<file path="config.mk">
export PLATFORM = sky130hd
export DESIGN_NAME = serial_command_port
export DESIGN_NICKNAME = d
export VERILOG_FILES = /design/src/hdl/serial_command_port_pkg.sv /design/src/hdl/serial_command_port.sv
export VERILOG_INCLUDE_DIRS = /design/src /design/src/hdl
export SDC_FILE = /design/constraint.sdc
export NUM_CORES = 1
export LEC_CHECK = 0
export BUFFER_PORTS_ARGS = -buffer_cell sky130_fd_sc_hd__buf_4
export CAP_MARGIN = 20
export CORE_ASPECT_RATIO = 1.25
export CORE_MARGIN = 2
export CORE_UTILIZATION = 55
export DETAILED_ROUTE_END_ITERATION = 10
export PLACE_DENSITY = 0.89
export SLEW_MARGIN = 20
export SYNTH_ARGS = -nofsm -noshare
export SYNTH_HDL_FRONTEND = slang
export SYNTH_SLANG_ARGS = --single-unit
export TNS_END_PERCENT = 1
</file>
<file path="constraint.sdc">
create_clock -name clk -period 2.28 [get_ports clk]
set_input_delay 0 -clock clk [delete_from_list [all_inputs] [get_ports clk]]
set_output_delay 0 -clock clk [all_outputs]
set_load 0.01 [all_outputs]
</file>
<file path="src/hdl/serial_command_port_defines.svh">
`ifndef SERIAL_COMMAND_PORT_DEFINES_SVH
`define SERIAL_COMMAND_PORT_DEFINES_SVH
`define BYTE_BITS 8
`define MIN_EDGES 5'd8
`define RESET_EDGES 5'd16
`define CNT_MAX 5'd31
`define CMD_SOFT_RESET 8'h02
`define CMD_HARD_RESET 8'h04
`define CMD_CHAN_WRITE 8'h4a
`define CMD_CHAN_READ 8'h4b
`define FRAME_ALT_COUNT 2'd2
`define CHAN_ON_RESET 4'hf
`define IDLE_BYTE 8'h00
`endif

</file>
<file path="src/hdl/serial_command_port_pkg.sv">
package serial_command_port_pkg;
  typedef enum logic [1:0] {
    st_command,
    st_write_data,
    st_read_data
  } port_state_type;
endpackage : serial_command_port_pkg

</file>
<file path="src/hdl/serial_command_port.sv">
`include "serial_command_port_defines.svh"
module serial_command_port
  import serial_command_port_pkg::*;
(
  // clock and reset
  input wire logic clk,
  input wire logic rst_n,
  // serial link pins
  input wire logic select_n_pin,
  input wire logic serial_shift_clock,
  input wire logic serial_data_in,
  output logic serial_data_out,
  output logic serial_data_oe,
  input wire logic frame_sync_pulse,
  // command engine side
  input wire logic [3:0] data_len,
  input wire logic [7:0] read_data_ch0,
  input wire logic [7:0] read_data_ch1,
  input wire logic [7:0] read_data_ch2,
  input wire logic [7:0] read_data_ch3,
  output logic [7:0] command_byte,
  output logic command_strobe,
  output logic [7:0] write_byte,
  output logic [3:0] write_strobe,
  output logic [3:0] soft_reset_strobe,
  output logic hard_reset_strobe,
  output logic [3:0] channel_on_register,
  output logic alternate_mode
);
  // ----------------------------------------
  // synchronisers
  // ----------------------------------------
  logic [2:0] cs_sync_reg, ck_sync_reg, frame_sync_reg;
  logic [1:0] di_sync_reg;
  always_ff @(posedge clk or negedge rst_n) begin
    if (!rst_n) begin
      cs_sync_reg <= 3'h7;
      ck_sync_reg <= 3'h7;
      frame_sync_reg <= 3'h0;
      di_sync_reg <= 2'h0;
    end else begin
      cs_sync_reg <= {cs_sync_reg[1:0], select_n_pin};
      ck_sync_reg <= {ck_sync_reg[1:0], serial_shift_clock};
      frame_sync_reg <= {frame_sync_reg[1:0], frame_sync_pulse};
      di_sync_reg <= {di_sync_reg[0], serial_data_in};
    end
  end
  logic cs_low, cs_fall, cs_rise, ck_rise, ck_fall, ck_edge, frame_rise;
  assign cs_low = !cs_sync_reg[1];
  assign cs_fall = cs_sync_reg[2] && !cs_sync_reg[1];
  assign cs_rise = !cs_sync_reg[2] && cs_sync_reg[1];
  // edges only count inside a select window
  assign ck_rise = cs_low && !ck_sync_reg[2] && ck_sync_reg[1];
  assign ck_fall = cs_low && ck_sync_reg[2] && !ck_sync_reg[1];
  assign ck_edge = ck_sync_reg[2] != ck_sync_reg[1];
  assign frame_rise = !frame_sync_reg[2] && frame_sync_reg[1];
  // ----------------------------------------
  // link state
  // ----------------------------------------
  port_state_type state_reg, state_next;
  logic [7:0] shift_reg, shift_next, out_reg, out_next;
  logic [4:0] edge_reg, edge_next;
  logic [3:0] left_reg, left_next, chan_reg, chan_next;
  logic [7:0] cmd_reg, cmd_next, wbyte_reg, wbyte_next;
  logic cmd_stb_next, cmd_stb_reg, hard_next, hard_reg;
  logic [3:0] wstb_next, wstb_reg, soft_next, soft_reg;
  logic dout_reg, dout_next;
  logic [2:0] bit_reg, bit_next;
  logic [1:0] frame_cnt_reg, frame_cnt_next;
  logic static_reg, static_next, alt_reg, alt_next;
  logic [7:0] rd_sel;
  // lowest-numbered enabled channel wins a read
  always_comb begin
    rd_sel = `IDLE_BYTE;
    if (chan_reg[0]) rd_sel = read_data_ch0;
    else if (chan_reg[1]) rd_sel = read_data_ch1;
    else if (chan_reg[2]) rd_sel = read_data_ch2;
    else if (chan_reg[3]) rd_sel = read_data_ch3;
  end
  always_comb begin
    state_next = state_reg;
    shift_next = shift_reg;
    out_next = out_reg;
    edge_next = edge_reg;
    left_next = left_reg;
    chan_next = chan_reg;
    cmd_next = cmd_reg;
    wbyte_next = wbyte_reg;
    cmd_stb_next = 1'b0;
    hard_next = 1'b0;
    wstb_next = 4'h0;
    soft_next = 4'h0;
    dout_next = dout_reg;
    bit_next = bit_reg;
    frame_cnt_next = frame_cnt_reg;
    static_next = static_reg;
    alt_next = alt_reg;
    if (cs_fall) begin
      edge_next = 5'd0;
      frame_cnt_next = 2'd0;
      static_next = 1'b1;
      bit_next = 3'd7;
      dout_next = out_reg[7];
    end
    if (ck_rise) begin
      shift_next = {shift_reg[6:0], di_sync_reg[1]};
      if (edge_reg != `CNT_MAX) edge_next = edge_reg + 5'd1;
    end
    // a fall before the first rise of a window would skip the msb
    if (ck_fall && !cs_fall && edge_reg != 5'd0 &&
        state_reg == st_read_data) begin
      bit_next = bit_reg - 3'd1;
      dout_next = out_reg[bit_next];
    end
    if (cs_low && ck_edge) static_next = 1'b0;
    if (cs_low && frame_rise && static_reg &&
        frame_cnt_reg != `FRAME_ALT_COUNT)
      frame_cnt_next = frame_cnt_reg + 2'd1;
    if (frame_cnt_reg == `FRAME_ALT_COUNT && static_reg)
      alt_next = 1'b1;
    if (cs_rise) begin
      if (edge_reg >= `RESET_EDGES) begin
        hard_next = 1'b1;
        state_next = st_command;
        left_next = 4'd0;
        chan_next = `CHAN_ON_RESET;
      end else if (edge_reg >= `MIN_EDGES) begin
        unique case (state_reg)
          st_command: begin
            cmd_next = shift_reg;
            cmd_stb_next = 1'b1;
            if (shift_reg == `CMD_HARD_RESET) begin
              hard_next = 1'b1;
              chan_next = `CHAN_ON_RESET;
            end else if (shift_reg == `CMD_SOFT_RESET)
              soft_next = chan_reg;
            else if (data_len != 4'd0) begin
              left_next = data_len;
              if (shift_reg[0]) begin
                state_next = st_read_data;
                out_next = (shift_reg == `CMD_CHAN_READ) ?
                  {4'h0, chan_reg} : rd_sel;
              end else
                state_next = st_write_data;
            end
          end
          st_write_data: begin
            wbyte_next = shift_reg;
            if (cmd_reg == `CMD_CHAN_WRITE)
              chan_next = shift_reg[3:0];
            else
              wstb_next = chan_reg;
            left_next = left_reg - 4'd1;
            if (left_reg == 4'd1) state_next = st_command;
          end
          st_read_data: begin
            left_next = left_reg - 4'd1;
            out_next = rd_sel;
            if (left_reg == 4'd1) state_next = st_command;
          end
          default: state_next = st_command;
        endcase
      end
    end
  end
  // short windows decode nothing, though a static one can still set alternate mode; idle clocks are harmless
  always_ff @(posedge clk or negedge rst_n) begin
    if (!rst_n) begin
      state_reg <= st_command;
      shift_reg <= `IDLE_BYTE;
      out_reg <= `IDLE_BYTE;
      edge_reg <= 5'd0;
      left_reg <= 4'd0;
      chan_reg <= `CHAN_ON_RESET;
      cmd_reg <= `IDLE_BYTE;
      wbyte_reg <= `IDLE_BYTE;
      cmd_stb_reg <= 1'b0;
      hard_reg <= 1'b0;
      wstb_reg <= 4'h0;
      soft_reg <= 4'h0;
      dout_reg <= 1'b0;
      bit_reg <= 3'd7;
      frame_cnt_reg <= 2'd0;
      static_reg <= 1'b0;
      alt_reg <= 1'b0;
    end else begin
      state_reg <= state_next;
      shift_reg <= shift_next;
      out_reg <= out_next;
      edge_reg <= edge_next;
      left_reg <= left_next;
      chan_reg <= chan_next;
      cmd_reg <= cmd_next;
      wbyte_reg <= wbyte_next;
      cmd_stb_reg <= cmd_stb_next;
      hard_reg <= hard_next;
      wstb_reg <= wstb_next;
      soft_reg <= soft_next;
      dout_reg <= dout_next;
      bit_reg <= bit_next;
      frame_cnt_reg <= frame_cnt_next;
      static_reg <= static_next;
      alt_reg <= alt_next;
    end
  end
  assign serial_data_out = dout_reg;
  assign serial_data_oe = cs_low && state_reg == st_read_data;
  assign command_byte = cmd_reg;
  assign command_strobe = cmd_stb_reg;
  assign write_byte = wbyte_reg;
  assign write_strobe = wstb_reg;
  assign soft_reset_strobe = soft_reg;
  assign hard_reset_strobe = hard_reg;
  assign channel_on_register = chan_reg;
  assign alternate_mode = alt_reg;
endmodule : serial_command_port

</file>
==> results of run 1 <==
## Yosys cell counts (2+ instances only)
library cell   n
nand2b_1      10
mux2_2        26
a22oi_1        4
nor2_1        13
nor4_1         3
a21o_1         7
clkbuf_1      11
xnor2_1        4
dfstp_2       13
and2_1         9
o21ai_0       15
a32o_1         2
and3_1         3
nor3_1         8
mux4_2         2
a221oi_1       4
nand2_1       28
dfrtp_1       63
mux2i_1        5
nand3_1        3
nor2b_1       12
ha_1          10
o31ai_1        4
inv_1         17
a211oi_1       3
a21oi_1       14
a221o_1        6
## logic make-up (layout without fill, tap and decap cells)
logic type      Yosys count  after routing  synth area share [%]
xor+xnor                  5              5                  1.21
flops                    76             76                  52.9
mux                      33             33                  10.7
compound gates           67             67                  13.5
fa+ha+maj                10             10                  3.45
simple gates            100            100                  15.2
buf+inv                  29            122                  3.04
## layout make-up
cell class,count,area (sq um)
multi-input combinational,215,1600
tap,87,109
sequential,76,1920
clock inverter,6,113
timing repair buffer,89,688
fill,457,1870
clock buffer,10,128
inverter,17,63.8
## worst max-delay path: cells and delay by family (launching register included)
family | cells | cell delay, ps
adder cells (fa/ha/maj) | 1 | 190
AO/OA/AOI/OAI | 2 | 500
buffers and inverters | 1 | 130
multiplexers | 1 | 380
flip-flops | 1 | 410
AND/OR/NAND/NOR | 2 | 380
## path summary, 6_finish.rpt
| path | slack, ps | cells past startpoint | startpoint | to |
|---|---|---|---|---|
| setup / recovery | 220 | 7 | state_reg[0] | channel_on_register[0] |
| hold / removal | 8 | 3 | data_len[3] | left_reg[3] |
| setup reg to reg | 220 | 7 | state_reg[0] | channel_on_register[0] |
| hold reg to reg | 360 | 0 | di_sync_reg[0] | di_sync_reg[1] |
| max in group asynchronous | 1360 | 2 | rst_n | left_reg[0] |
| min in group asynchronous | 330 | 2 | rst_n | frame_sync_reg[2] |
## cell usage in the layout, fill, tap and decap left out, types with 6 or more instances in the layout
cell            n
mux2_2         26
nor3_1          8
nand2b_1       10
a21o_1          7
a21oi_1        14
o21ai_0        15
buf_4          81
inv_1          17
dfrtp_1        63
clkbuf_8        9
dfstp_2        13
nor2b_1        12
and2_1          9
a221o_1         6
dlygate4sd3_1   8
nand2_1        28
nor2_1         13
ha_1           10
## per-stage QoR
| step | instances | utilization [%] | cell area (sq um) | setup slack (ps) |
|---|---|---|---|---|
| 5_1_grt | 500 | 71.2 | 4610 | 86.4 |
| 2_1_floorplan | 320 | - | 3620 | 183 |
| 3_5_place_dp | 475 | 66.1 | 4290 | 85.3 |
| 3_3_place_gp | 475 | 66.1 | 4290 | 188 |
| 4_1_cts | 499 | 71.1 | 4610 | 72.6 |
| 6_report | 500 | 71.2 | 4610 | 220 |
## repair_timing
action | 4_1_cts | 5_1_grt
endpoints found under the hold margin | 70 | 0
endpoints found under the setup margin | 0 | 4
hold buffers | 8 | 0
setup buffers | 0 | 1
resized for setup | 0 | 0
## power breakdown
group          switching [mW]  internal [mW]
clock                   0.486          0.731
combinational           0.123          0.167
sequential              0.115           1.43
## routing by layer
metal | track usage [%] | part of all wire, % | vias up
li1 | - | - | 1313
met1 | 27.2 | 40 | 1401
met2 | 43.0 | 54 | 70
met3 | 5.74 | 3.7 | 15
met4 | 8.48 | 2.1 | 0
met5 | 0 | 0 | -
==> results.json, run 1 <==
{
  "power.total_mw": 3.06,
  "slowest_stage": "dfrtp_1",
  "hp-class": "input pin to flip-flop",
  "grt_usage_pct": 23.6,
  "synth-seq-cells": 76,
  "overflow": 0,
  "portBuffers": 74,
  "cts_num_sinks": 76,
  "clkTransAtPathRegs_ps": 70,
  "cp_max_fo": 4,
  "synth_flop_cell": "dfrtp_1",
  "area_delta_synth_final_pct": 27.3,
  "final_nets": 460,
  "run_status": "complete, no violations",
  "hold_viol_final": 0,
  "async_reset_ff_share_pct": 100,
  "drc": 0,
  "synth_warnings": 0,
  "fin_hold_ws_ps": 8.44,
  "cap_violations": 0,
  "rsz0062_at_grt": "false",
  "grt_first_pass_wirelength_mm": 13.3,
  "drt-total-wl_mm": 8.08,
  "relSlewSlack_pct": 39.6,
  "grt_pass1_vias": 2861,
  "end_kind": "flip-flop",
  "dieArea_sq_um": 7260,
  "clkLatencyLatePin_ps": 350,
  "vias_per_cell": 5.60,
  "ys_seq_area_share_pct": 52.9,
  "rows": 33,
  "vias": 2799,
  "path_class": "flip-flop to flip-flop",
  "drtPass1Iterations": 4,
  "worstMarginPinSlew_ps": 906,
  "yosysUniqueCellTypes": 48,
  "ant_nets": 0,
  "cts_tree": "done",
  "hpwl_mm": 5.68,
  "synth_top_area_share_pct": 43.5,
  "die_h_microns": 94.8,
  "clockBufferDepth": 2,
  "finalCritPeriodShare_pct": 90.4,
  "slew_viol_final": 0,
  "synthCells": 320,
  "yosys-top-cells-area": "dfrtp_1 44%, dfstp_2 9.4%, mux2_2 8.1%",
  "syn_nets": 372,
  "tns_ps": 0,
  "fmax_mhz": 485,
  "numCtsBuffers": 9,
  "place.gp.congestion": 0.933,
  "grt_max_degree": 77,
  "cp.arrival_ps": 2330,
  "routedWlPerCell_microns": 16.2,
  "syn_area_per_cell_sq_um": 11.3,
  "period_minus_slack_ps": 2060,
  "synth_edf_count": 0,
  "drtIter0Drc": 183,
  "worst_path_largest_cell_delay_ps": 410,
  "path_cells": "inv_1 -> ha_1 -> nand2b_1 -> nor4b_4 -> a31oi_2 -> a221oi_4 -> mux2_2",
  "root_buffer": "clkbuf_8",
  "core_area_sq_um": 6480,
  "final.setup_skew_ps": 7.40,
  "drive_gt1_share_pct": 34.9,
  "synthesis.area_sq_um": 3620,
  "startpoint_type": "flip-flop",
  "peakVddDrop_v": 0.000641,
  "start_util_pct": 55.9,
  "total_leakage_power_nw": 2.28,
  "antenna_found_initial": 0,
  "antennaDiodeCount": 0,
  "die_w_microns": 76.6,
  "finalSetupViolCount": 0,
  "pwr_density_cell_nw_per_um2": 662,
  "cts_max_level": 3,
  "cp_data_required_time_ps": 2550,
  "synth_top_cell_by_area": "dfrtp_1",
  "io_pins": 75
}
(Power assumes the default switching activity.)
==> inputs of run 2 (changes only) <==
CORE_UTILIZATION = 57   (was 55)
CTS_BUF_LIST = sky130_fd_sc_hd__clkbuf_2 sky130_fd_sc_hd__clkbuf_4 sky130_fd_sc_hd__clkbuf_8   (was not set)
GPL_TIMING_DRIVEN = 0   (was not set)
PLACE_DENSITY = not set   (was 0.89)
PLACE_DENSITY_LB_ADDON = 0.25   (was not set)
==> run 2 against run 1 <==
- non-clock buffer count grew 6
- largest power group unchanged
- sequential share of layout area is 0.12 points higher
- sequential power barely moved
- count of clock-buffer cells in the layout is the same
==> results.json, run 2 (same netlist as run 1, synthesis figures left out) <==
{
  "dieArea_sq_um": 7010,
  "fin_hold_ws_ps": 18.1,
  "hold_viol_final": 0,
  "clkLatencyLatePin_ps": 350,
  "place.gp.congestion": 0.819,
  "multi_input_area_sq_um": 1610,
  "stdcell_count": 504,
  "rr_startpoint": "state_reg[1]",
  "startpoint_type": "flip-flop",
  "antennaDiodeCount": 0,
  "final_common_cell": "buf_4",
  "drc": 0,
  "vias": 2793,
  "worst_r2r_endpoint": "channel_on_register[2]",
  "die_w_microns": 75.3,
  "crit_path_end": "channel_on_register[2]",
  "drtIter0Drc": 153,
  "layout_common_cells": "75 x buf_4, 63 x dfrtp_1, 28 x nand2_1, 26 x mux2_2, 16 x inv_1",
  "cp_data_required_time_ps": 2560,
  "finalCritPeriodShare_pct": 91.8,
  "rows": 32,
  "peakVddDrop_v": 0.000525,
  "portBuffers": 74,
  "fin_util_pct": 74.6,
  "start_util_pct": 58.8,
  "cp.arrival_ps": 2380,
  "antenna_found_initial": 0,
  "drive_gt1_share_pct": 33.9,
  "pwr-share-clk_pct": 36.6,
  "final.setup_skew_ps": 5.83,
  "core_area_sq_um": 6170,
  "hp-class": "input pin to flip-flop",
  "root_buffer": "clkbuf_8",
  "fill_cells": 465,
  "routedWlPerCell_microns": 16.0,
  "overflow": 0,
  "end_kind": "flip-flop",
  "vias_per_cell": 5.54,
  "hpwl_mm": 5.76,
  "seqCellArea_sq_um": 1920,
  "clockBufferDepth": 2,
  "grt_max_degree": 77,
  "p_sw_share_pct": 26.2,
  "cts_max_level": 3,
  "ant_nets": 0,
  "period_minus_slack_ps": 2090,
  "drtPass1Iterations": 4,
  "die_h_microns": 93.1,
  "rsz0062_at_grt": "false",
  "grt_first_pass_wirelength_mm": 13.2,
  "slew_viol_final": 0,
  "numCtsBuffers": 9,
  "p_seq_share_pct": 53.2,
  "io_pins": 75,
  "crit_start": "state_reg[1]",
  "cts_tree": "done",
  "finalSetupViolCount": 0,
  "r2r_cells": 7,
  "total_leakage_power_nw": 2.25,
  "fmax_mhz": 478,
  "pwr_density_cell_nw_per_um2": 631,
  "grt_pass1_vias": 2925,
  "cp_max_fo": 7,
  "final_nets": 466,
  "cts_num_sinks": 76,
  "drt-total-wl_mm": 8.05,
  "area_delta_synth_final_pct": 27.0,
  "pwr-share-comb_pct": 10.1,
  "power_switching_mw": 0.760,
  "run_status": "complete, no violations",
  "clkTransAtPathRegs_ps": 80,
  "relSlewSlack_pct": 37.7,
  "p_int_mw": 2.14,
  "dp_cells": 479,
  "grt_usage_pct": 24.8,
  "worstMarginPinSlew_ps": 935,
  "rrSetupSlack_ps": 190,
  "cap_violations": 0,
  "path_class": "flip-flop to flip-flop"
}
[run 2: metal layers]
layer | global-route usage (%) | up-vias | part of all wire [%]
li1 | - | 1331 | -
met1 | 30.4 | 1380 | 42
met2 | 43.6 | 71 | 53
met3 | 4.63 | 11 | 4.3
met4 | 7.46 | 0 | 1.2
met5 | 0 | - | 0
[run 2: metrics by stage]
stage,area [sq um],total power [mW],TNS (ps),setup slack [ps]
5_1_grt,4600,3.04,0,14.1
3_3_place_gp,4290,1.84,-265,-76.5
6_report,4600,2.90,0,187
2_1_floorplan,3620,1.69,0,183
3_5_place_dp,4290,1.86,-308,-84.9
4_1_cts,4590,2.93,0,49.6
[run 2: cell type report]
class	instances	area share, %
Tap cell	85	2.31
Inverter	17	1.39
Sequential cell	76	41.7
Clock buffer	10	2.99
Timing Repair Buffer	84	14.2
Buffer	11	0.925
Clock inverter	6	1.55
Multi-Input combinational cell	215	34.9
[run 2: critical path, cell delays in order, from the launching register on]
cell and delay, ps:
dfrtp_1 400, inv_1 150, ha_4 190, nand2b_1 130, nor4b_4 270, a31oi_2 160, a221oi_4 340, mux2_2 380
[run 2: power by group through the flow]
| stage | Combinational, mW | Sequential, mW | Clock [mW] |
|---|---|---|---|
| detailed placement | 0.283 | 1.57 | 0 |
| global placement | 0.273 | 1.57 | 0 |
| CTS | 0.298 | 1.55 | 1.09 |
| finish | 0.295 | 1.55 | 1.06 |
| floorplan | 0.153 | 1.54 | 0 |
| global route | 0.326 | 1.56 | 1.15 |
[run 2: what timing repair did]
action | in CTS | in global routing
endpoints found under the hold margin | 71 | 0
setup buffers | 1 | 0
hold buffers | 9 | 0
pin swaps | 1 | 0
endpoints found under the setup margin | 4 | 6
resized for setup | 0 | 3
[run 2: worst min path at each step]
stage	startpoint	to	depth (start not counted)
final	data_len[3]	left_reg[3]	3
after global routing	data_len[3]	left_reg[3]	3
after CTS	data_len[3]	left_reg[3]	3
after detailed placement	select_n_pin	cs_sync_reg[0]	1
after global placement	select_n_pin	cs_sync_reg[0]	1
after floorplan	rst_n	alternate_mode	0
==> inputs of run 3 (changes only) <==
BUFFER_PORTS_ARGS = not set   (was -buffer_cell sky130_fd_sc_hd__buf_4)
CORE_UTILIZATION = 63   (was 57)
CTS_BUF_LIST = sky130_fd_sc_hd__clkbuf_16   (was sky130_fd_sc_hd__clkbuf_2 sky130_fd_sc_hd__clkbuf_4 sky130_fd_sc_hd__clkbuf_8)
DONT_BUFFER_PORTS = 1   (was not set)
MAX_ROUTING_LAYER = met4   (was not set)
==> run 3 against run 2 <==
- the flow now finishes with violations (hold timing)
- cell area is 9.1% lower
- register-to-register slack worse by 80 ps
- cell count is 18% lower
- sequential share of layout area is 4.2 points higher
- clock skew hardly changed
- sequential power hardly changed
- hold slack worse by 18 ps
- clock power is 38% higher
- die area is 9.1% lower
- combinational power is 19% lower
- global-route usage is 2.2 points higher
- largest cell class unchanged
==> results.json, run 3 (same netlist as run 1, synthesis figures left out) <==
{
  "cts_num_sinks": 76,
  "stdcell_count": 413,
  "crit_start": "state_reg[1]",
  "vias": 2534,
  "io_pins": 75,
  "place_area_sq_um": 3700,
  "numCtsBuffers": 9,
  "hp-start": "data_len[0]",
  "dieArea_sq_um": 6380,
  "path_class": "flip-flop to flip-flop",
  "r2r_cells": 9,
  "drive_gt1_share_pct": 20.1,
  "grt_first_pass_wirelength_mm": 12.5,
  "clkTransAtPathRegs_ps": 50,
  "hpwl_mm": 5.28,
  "rsz0062_at_grt": "false",
  "whs_endpoint": "left_reg[0]",
  "fmax_mhz": 460,
  "startpoint_type": "flip-flop",
  "routedWlPerCell_microns": 19.1,
  "ant_nets": 0,
  "power.total_mw": 3.26,
  "run_status": "finished with violations",
  "period_minus_slack_ps": 2170,
  "relSlewSlack_pct": 60.0,
  "fin_hold_ws_ps": -0.244,
  "slew_viol_final": 0,
  "area_delta_synth_final_pct": 15.4,
  "antennaDiodeCount": 0,
  "hp-class": "input pin to flip-flop",
  "pwr_density_cell_nw_per_um2": 779,
  "fin_util_pct": 76.3,
  "overflow": 0,
  "grt_max_degree": 77,
  "antenna_found_initial": 0,
  "setup_ws_ps": 108,
  "dp_cells": 384,
  "worst_r2r_endpoint": "left_reg[2]",
  "final.setup_skew_ps": 5.51,
  "drt-total-wl_mm": 7.91,
  "rows": 30,
  "drtPass1Iterations": 4,
  "portBuffers": 0,
  "total_leakage_power_nw": 1.96,
  "die_h_microns": 88.8,
  "final_nets": 396,
  "cts_tree": "done",
  "grt_pass1_vias": 2605,
  "holdPathStages": 3,
  "die_w_microns": 71.8,
  "root_buffer": "clkbuf_16",
  "grt_usage_pct": 27.0,
  "final_cell_area_sq_um": 4180,
  "post-place-ws_ps": -116,
  "layout_common_cells": "63 x dfrtp_1, 28 x nand2_1, 26 x mux2_2, 17 x inv_1, 15 x o21ai_0",
  "finalCritPeriodShare_pct": 95.3,
  "drtIter0Drc": 161,
  "worstMarginPinSlew_ps": 597,
  "violations": "hold timing",
  "start_util_pct": 66.1,
  "vias_per_cell": 6.14,
  "cp.arrival_ps": 2390,
  "finalSetupViolCount": 0,
  "core_area_sq_um": 5480,
  "clockBufferDepth": 2,
  "clkLatencyLatePin_ps": 330,
  "rrSetupSlack_ps": 110,
  "hold_viol_final": 1,
  "end_kind": "flip-flop",
  "cp_max_fo": 7,
  "rr_startpoint": "state_reg[1]",
  "peakVddDrop_v": 0.000539,
  "cts_max_level": 3,
  "place.gp.congestion": 0.876,
  "drc": 0,
  "cp_data_required_time_ps": 2500,
  "cap_violations": 0,
  "final_common_cell": "dfrtp_1"
}
## run 3: area by class of cell
type | instances | area [sq um]
Clock buffer | 9 | 225
Fill cell | 352 | 1300
Multi-Input combinational cell | 215 | 1620
Tap cell | 64 | 80.1
Timing Repair Buffer | 14 | 153
Buffer | 11 | 42.5
Clock inverter | 7 | 85.1
Sequential cell | 76 | 1920
Inverter | 17 | 63.8
## run 3: through the flow
step,hold WS (ps),setup TNS (ps)
after floorplan,-296,0
after global placement,-294,-150
after detailed placement,-294,-443
after CTS,1.00,-6.25
after global routing,28.0,0
final,-0.244,0
## run 3: worst max path at each step
stage	slack, ps	end	cells past startpoint
6_report	110	left_reg[2]	9
5_1_grt	20	channel_on_register[1]	7
3_5_place_dp	-120	channel_on_register[1]	7
4_1_cts	-6	channel_on_register[1]	7
2_1_floorplan	180	channel_on_register[0]	7
3_3_place_gp	-40	channel_on_register[1]	7
## run 3: per-layer routing
| metal | vias up | track usage [%] | wire length (microns) |
|---|---|---|---|
| met5 | - | - | 0 |
| met4 | 0 | 9.95 | 176 |
| met3 | 19 | 6.15 | 417 |
| met2 | 86 | 47.5 | 4180 |
| met1 | 1240 | 30.0 | 3130 |
| li1 | 1189 | - | - |
## run 3: critical path, stage by stage, from the launching register on
cell	delay, ps
dfrtp_1	420
inv_2	90
ha_4	200
nand2b_4	90
nor4b_4	60
buf_4	150
buf_4	140
a211o_1	310
or2_2	340
o311ai_2	270
## run 3: where the power goes
| part | internal (mW) | switching (mW) | total [mW] |
|---|---|---|---|
| combinational | 0.123 | 0.116 | 0.238 |
| sequential | 1.43 | 0.124 | 1.56 |
| clock | 0.945 | 0.518 | 1.46 |
| total | 2.50 | 0.757 | 3.26 |
## run 3: what timing repair did
item                                    in CTS  in global routing
gates cloned                                 0                  0
endpoints found under the setup margin       4                 10
buffers inserted                             1                  1
gates resized for setup                      0                  5
pin swaps                                    1                  2
hold buffers                                12                  0
hold endpoints to repair                    86                  0
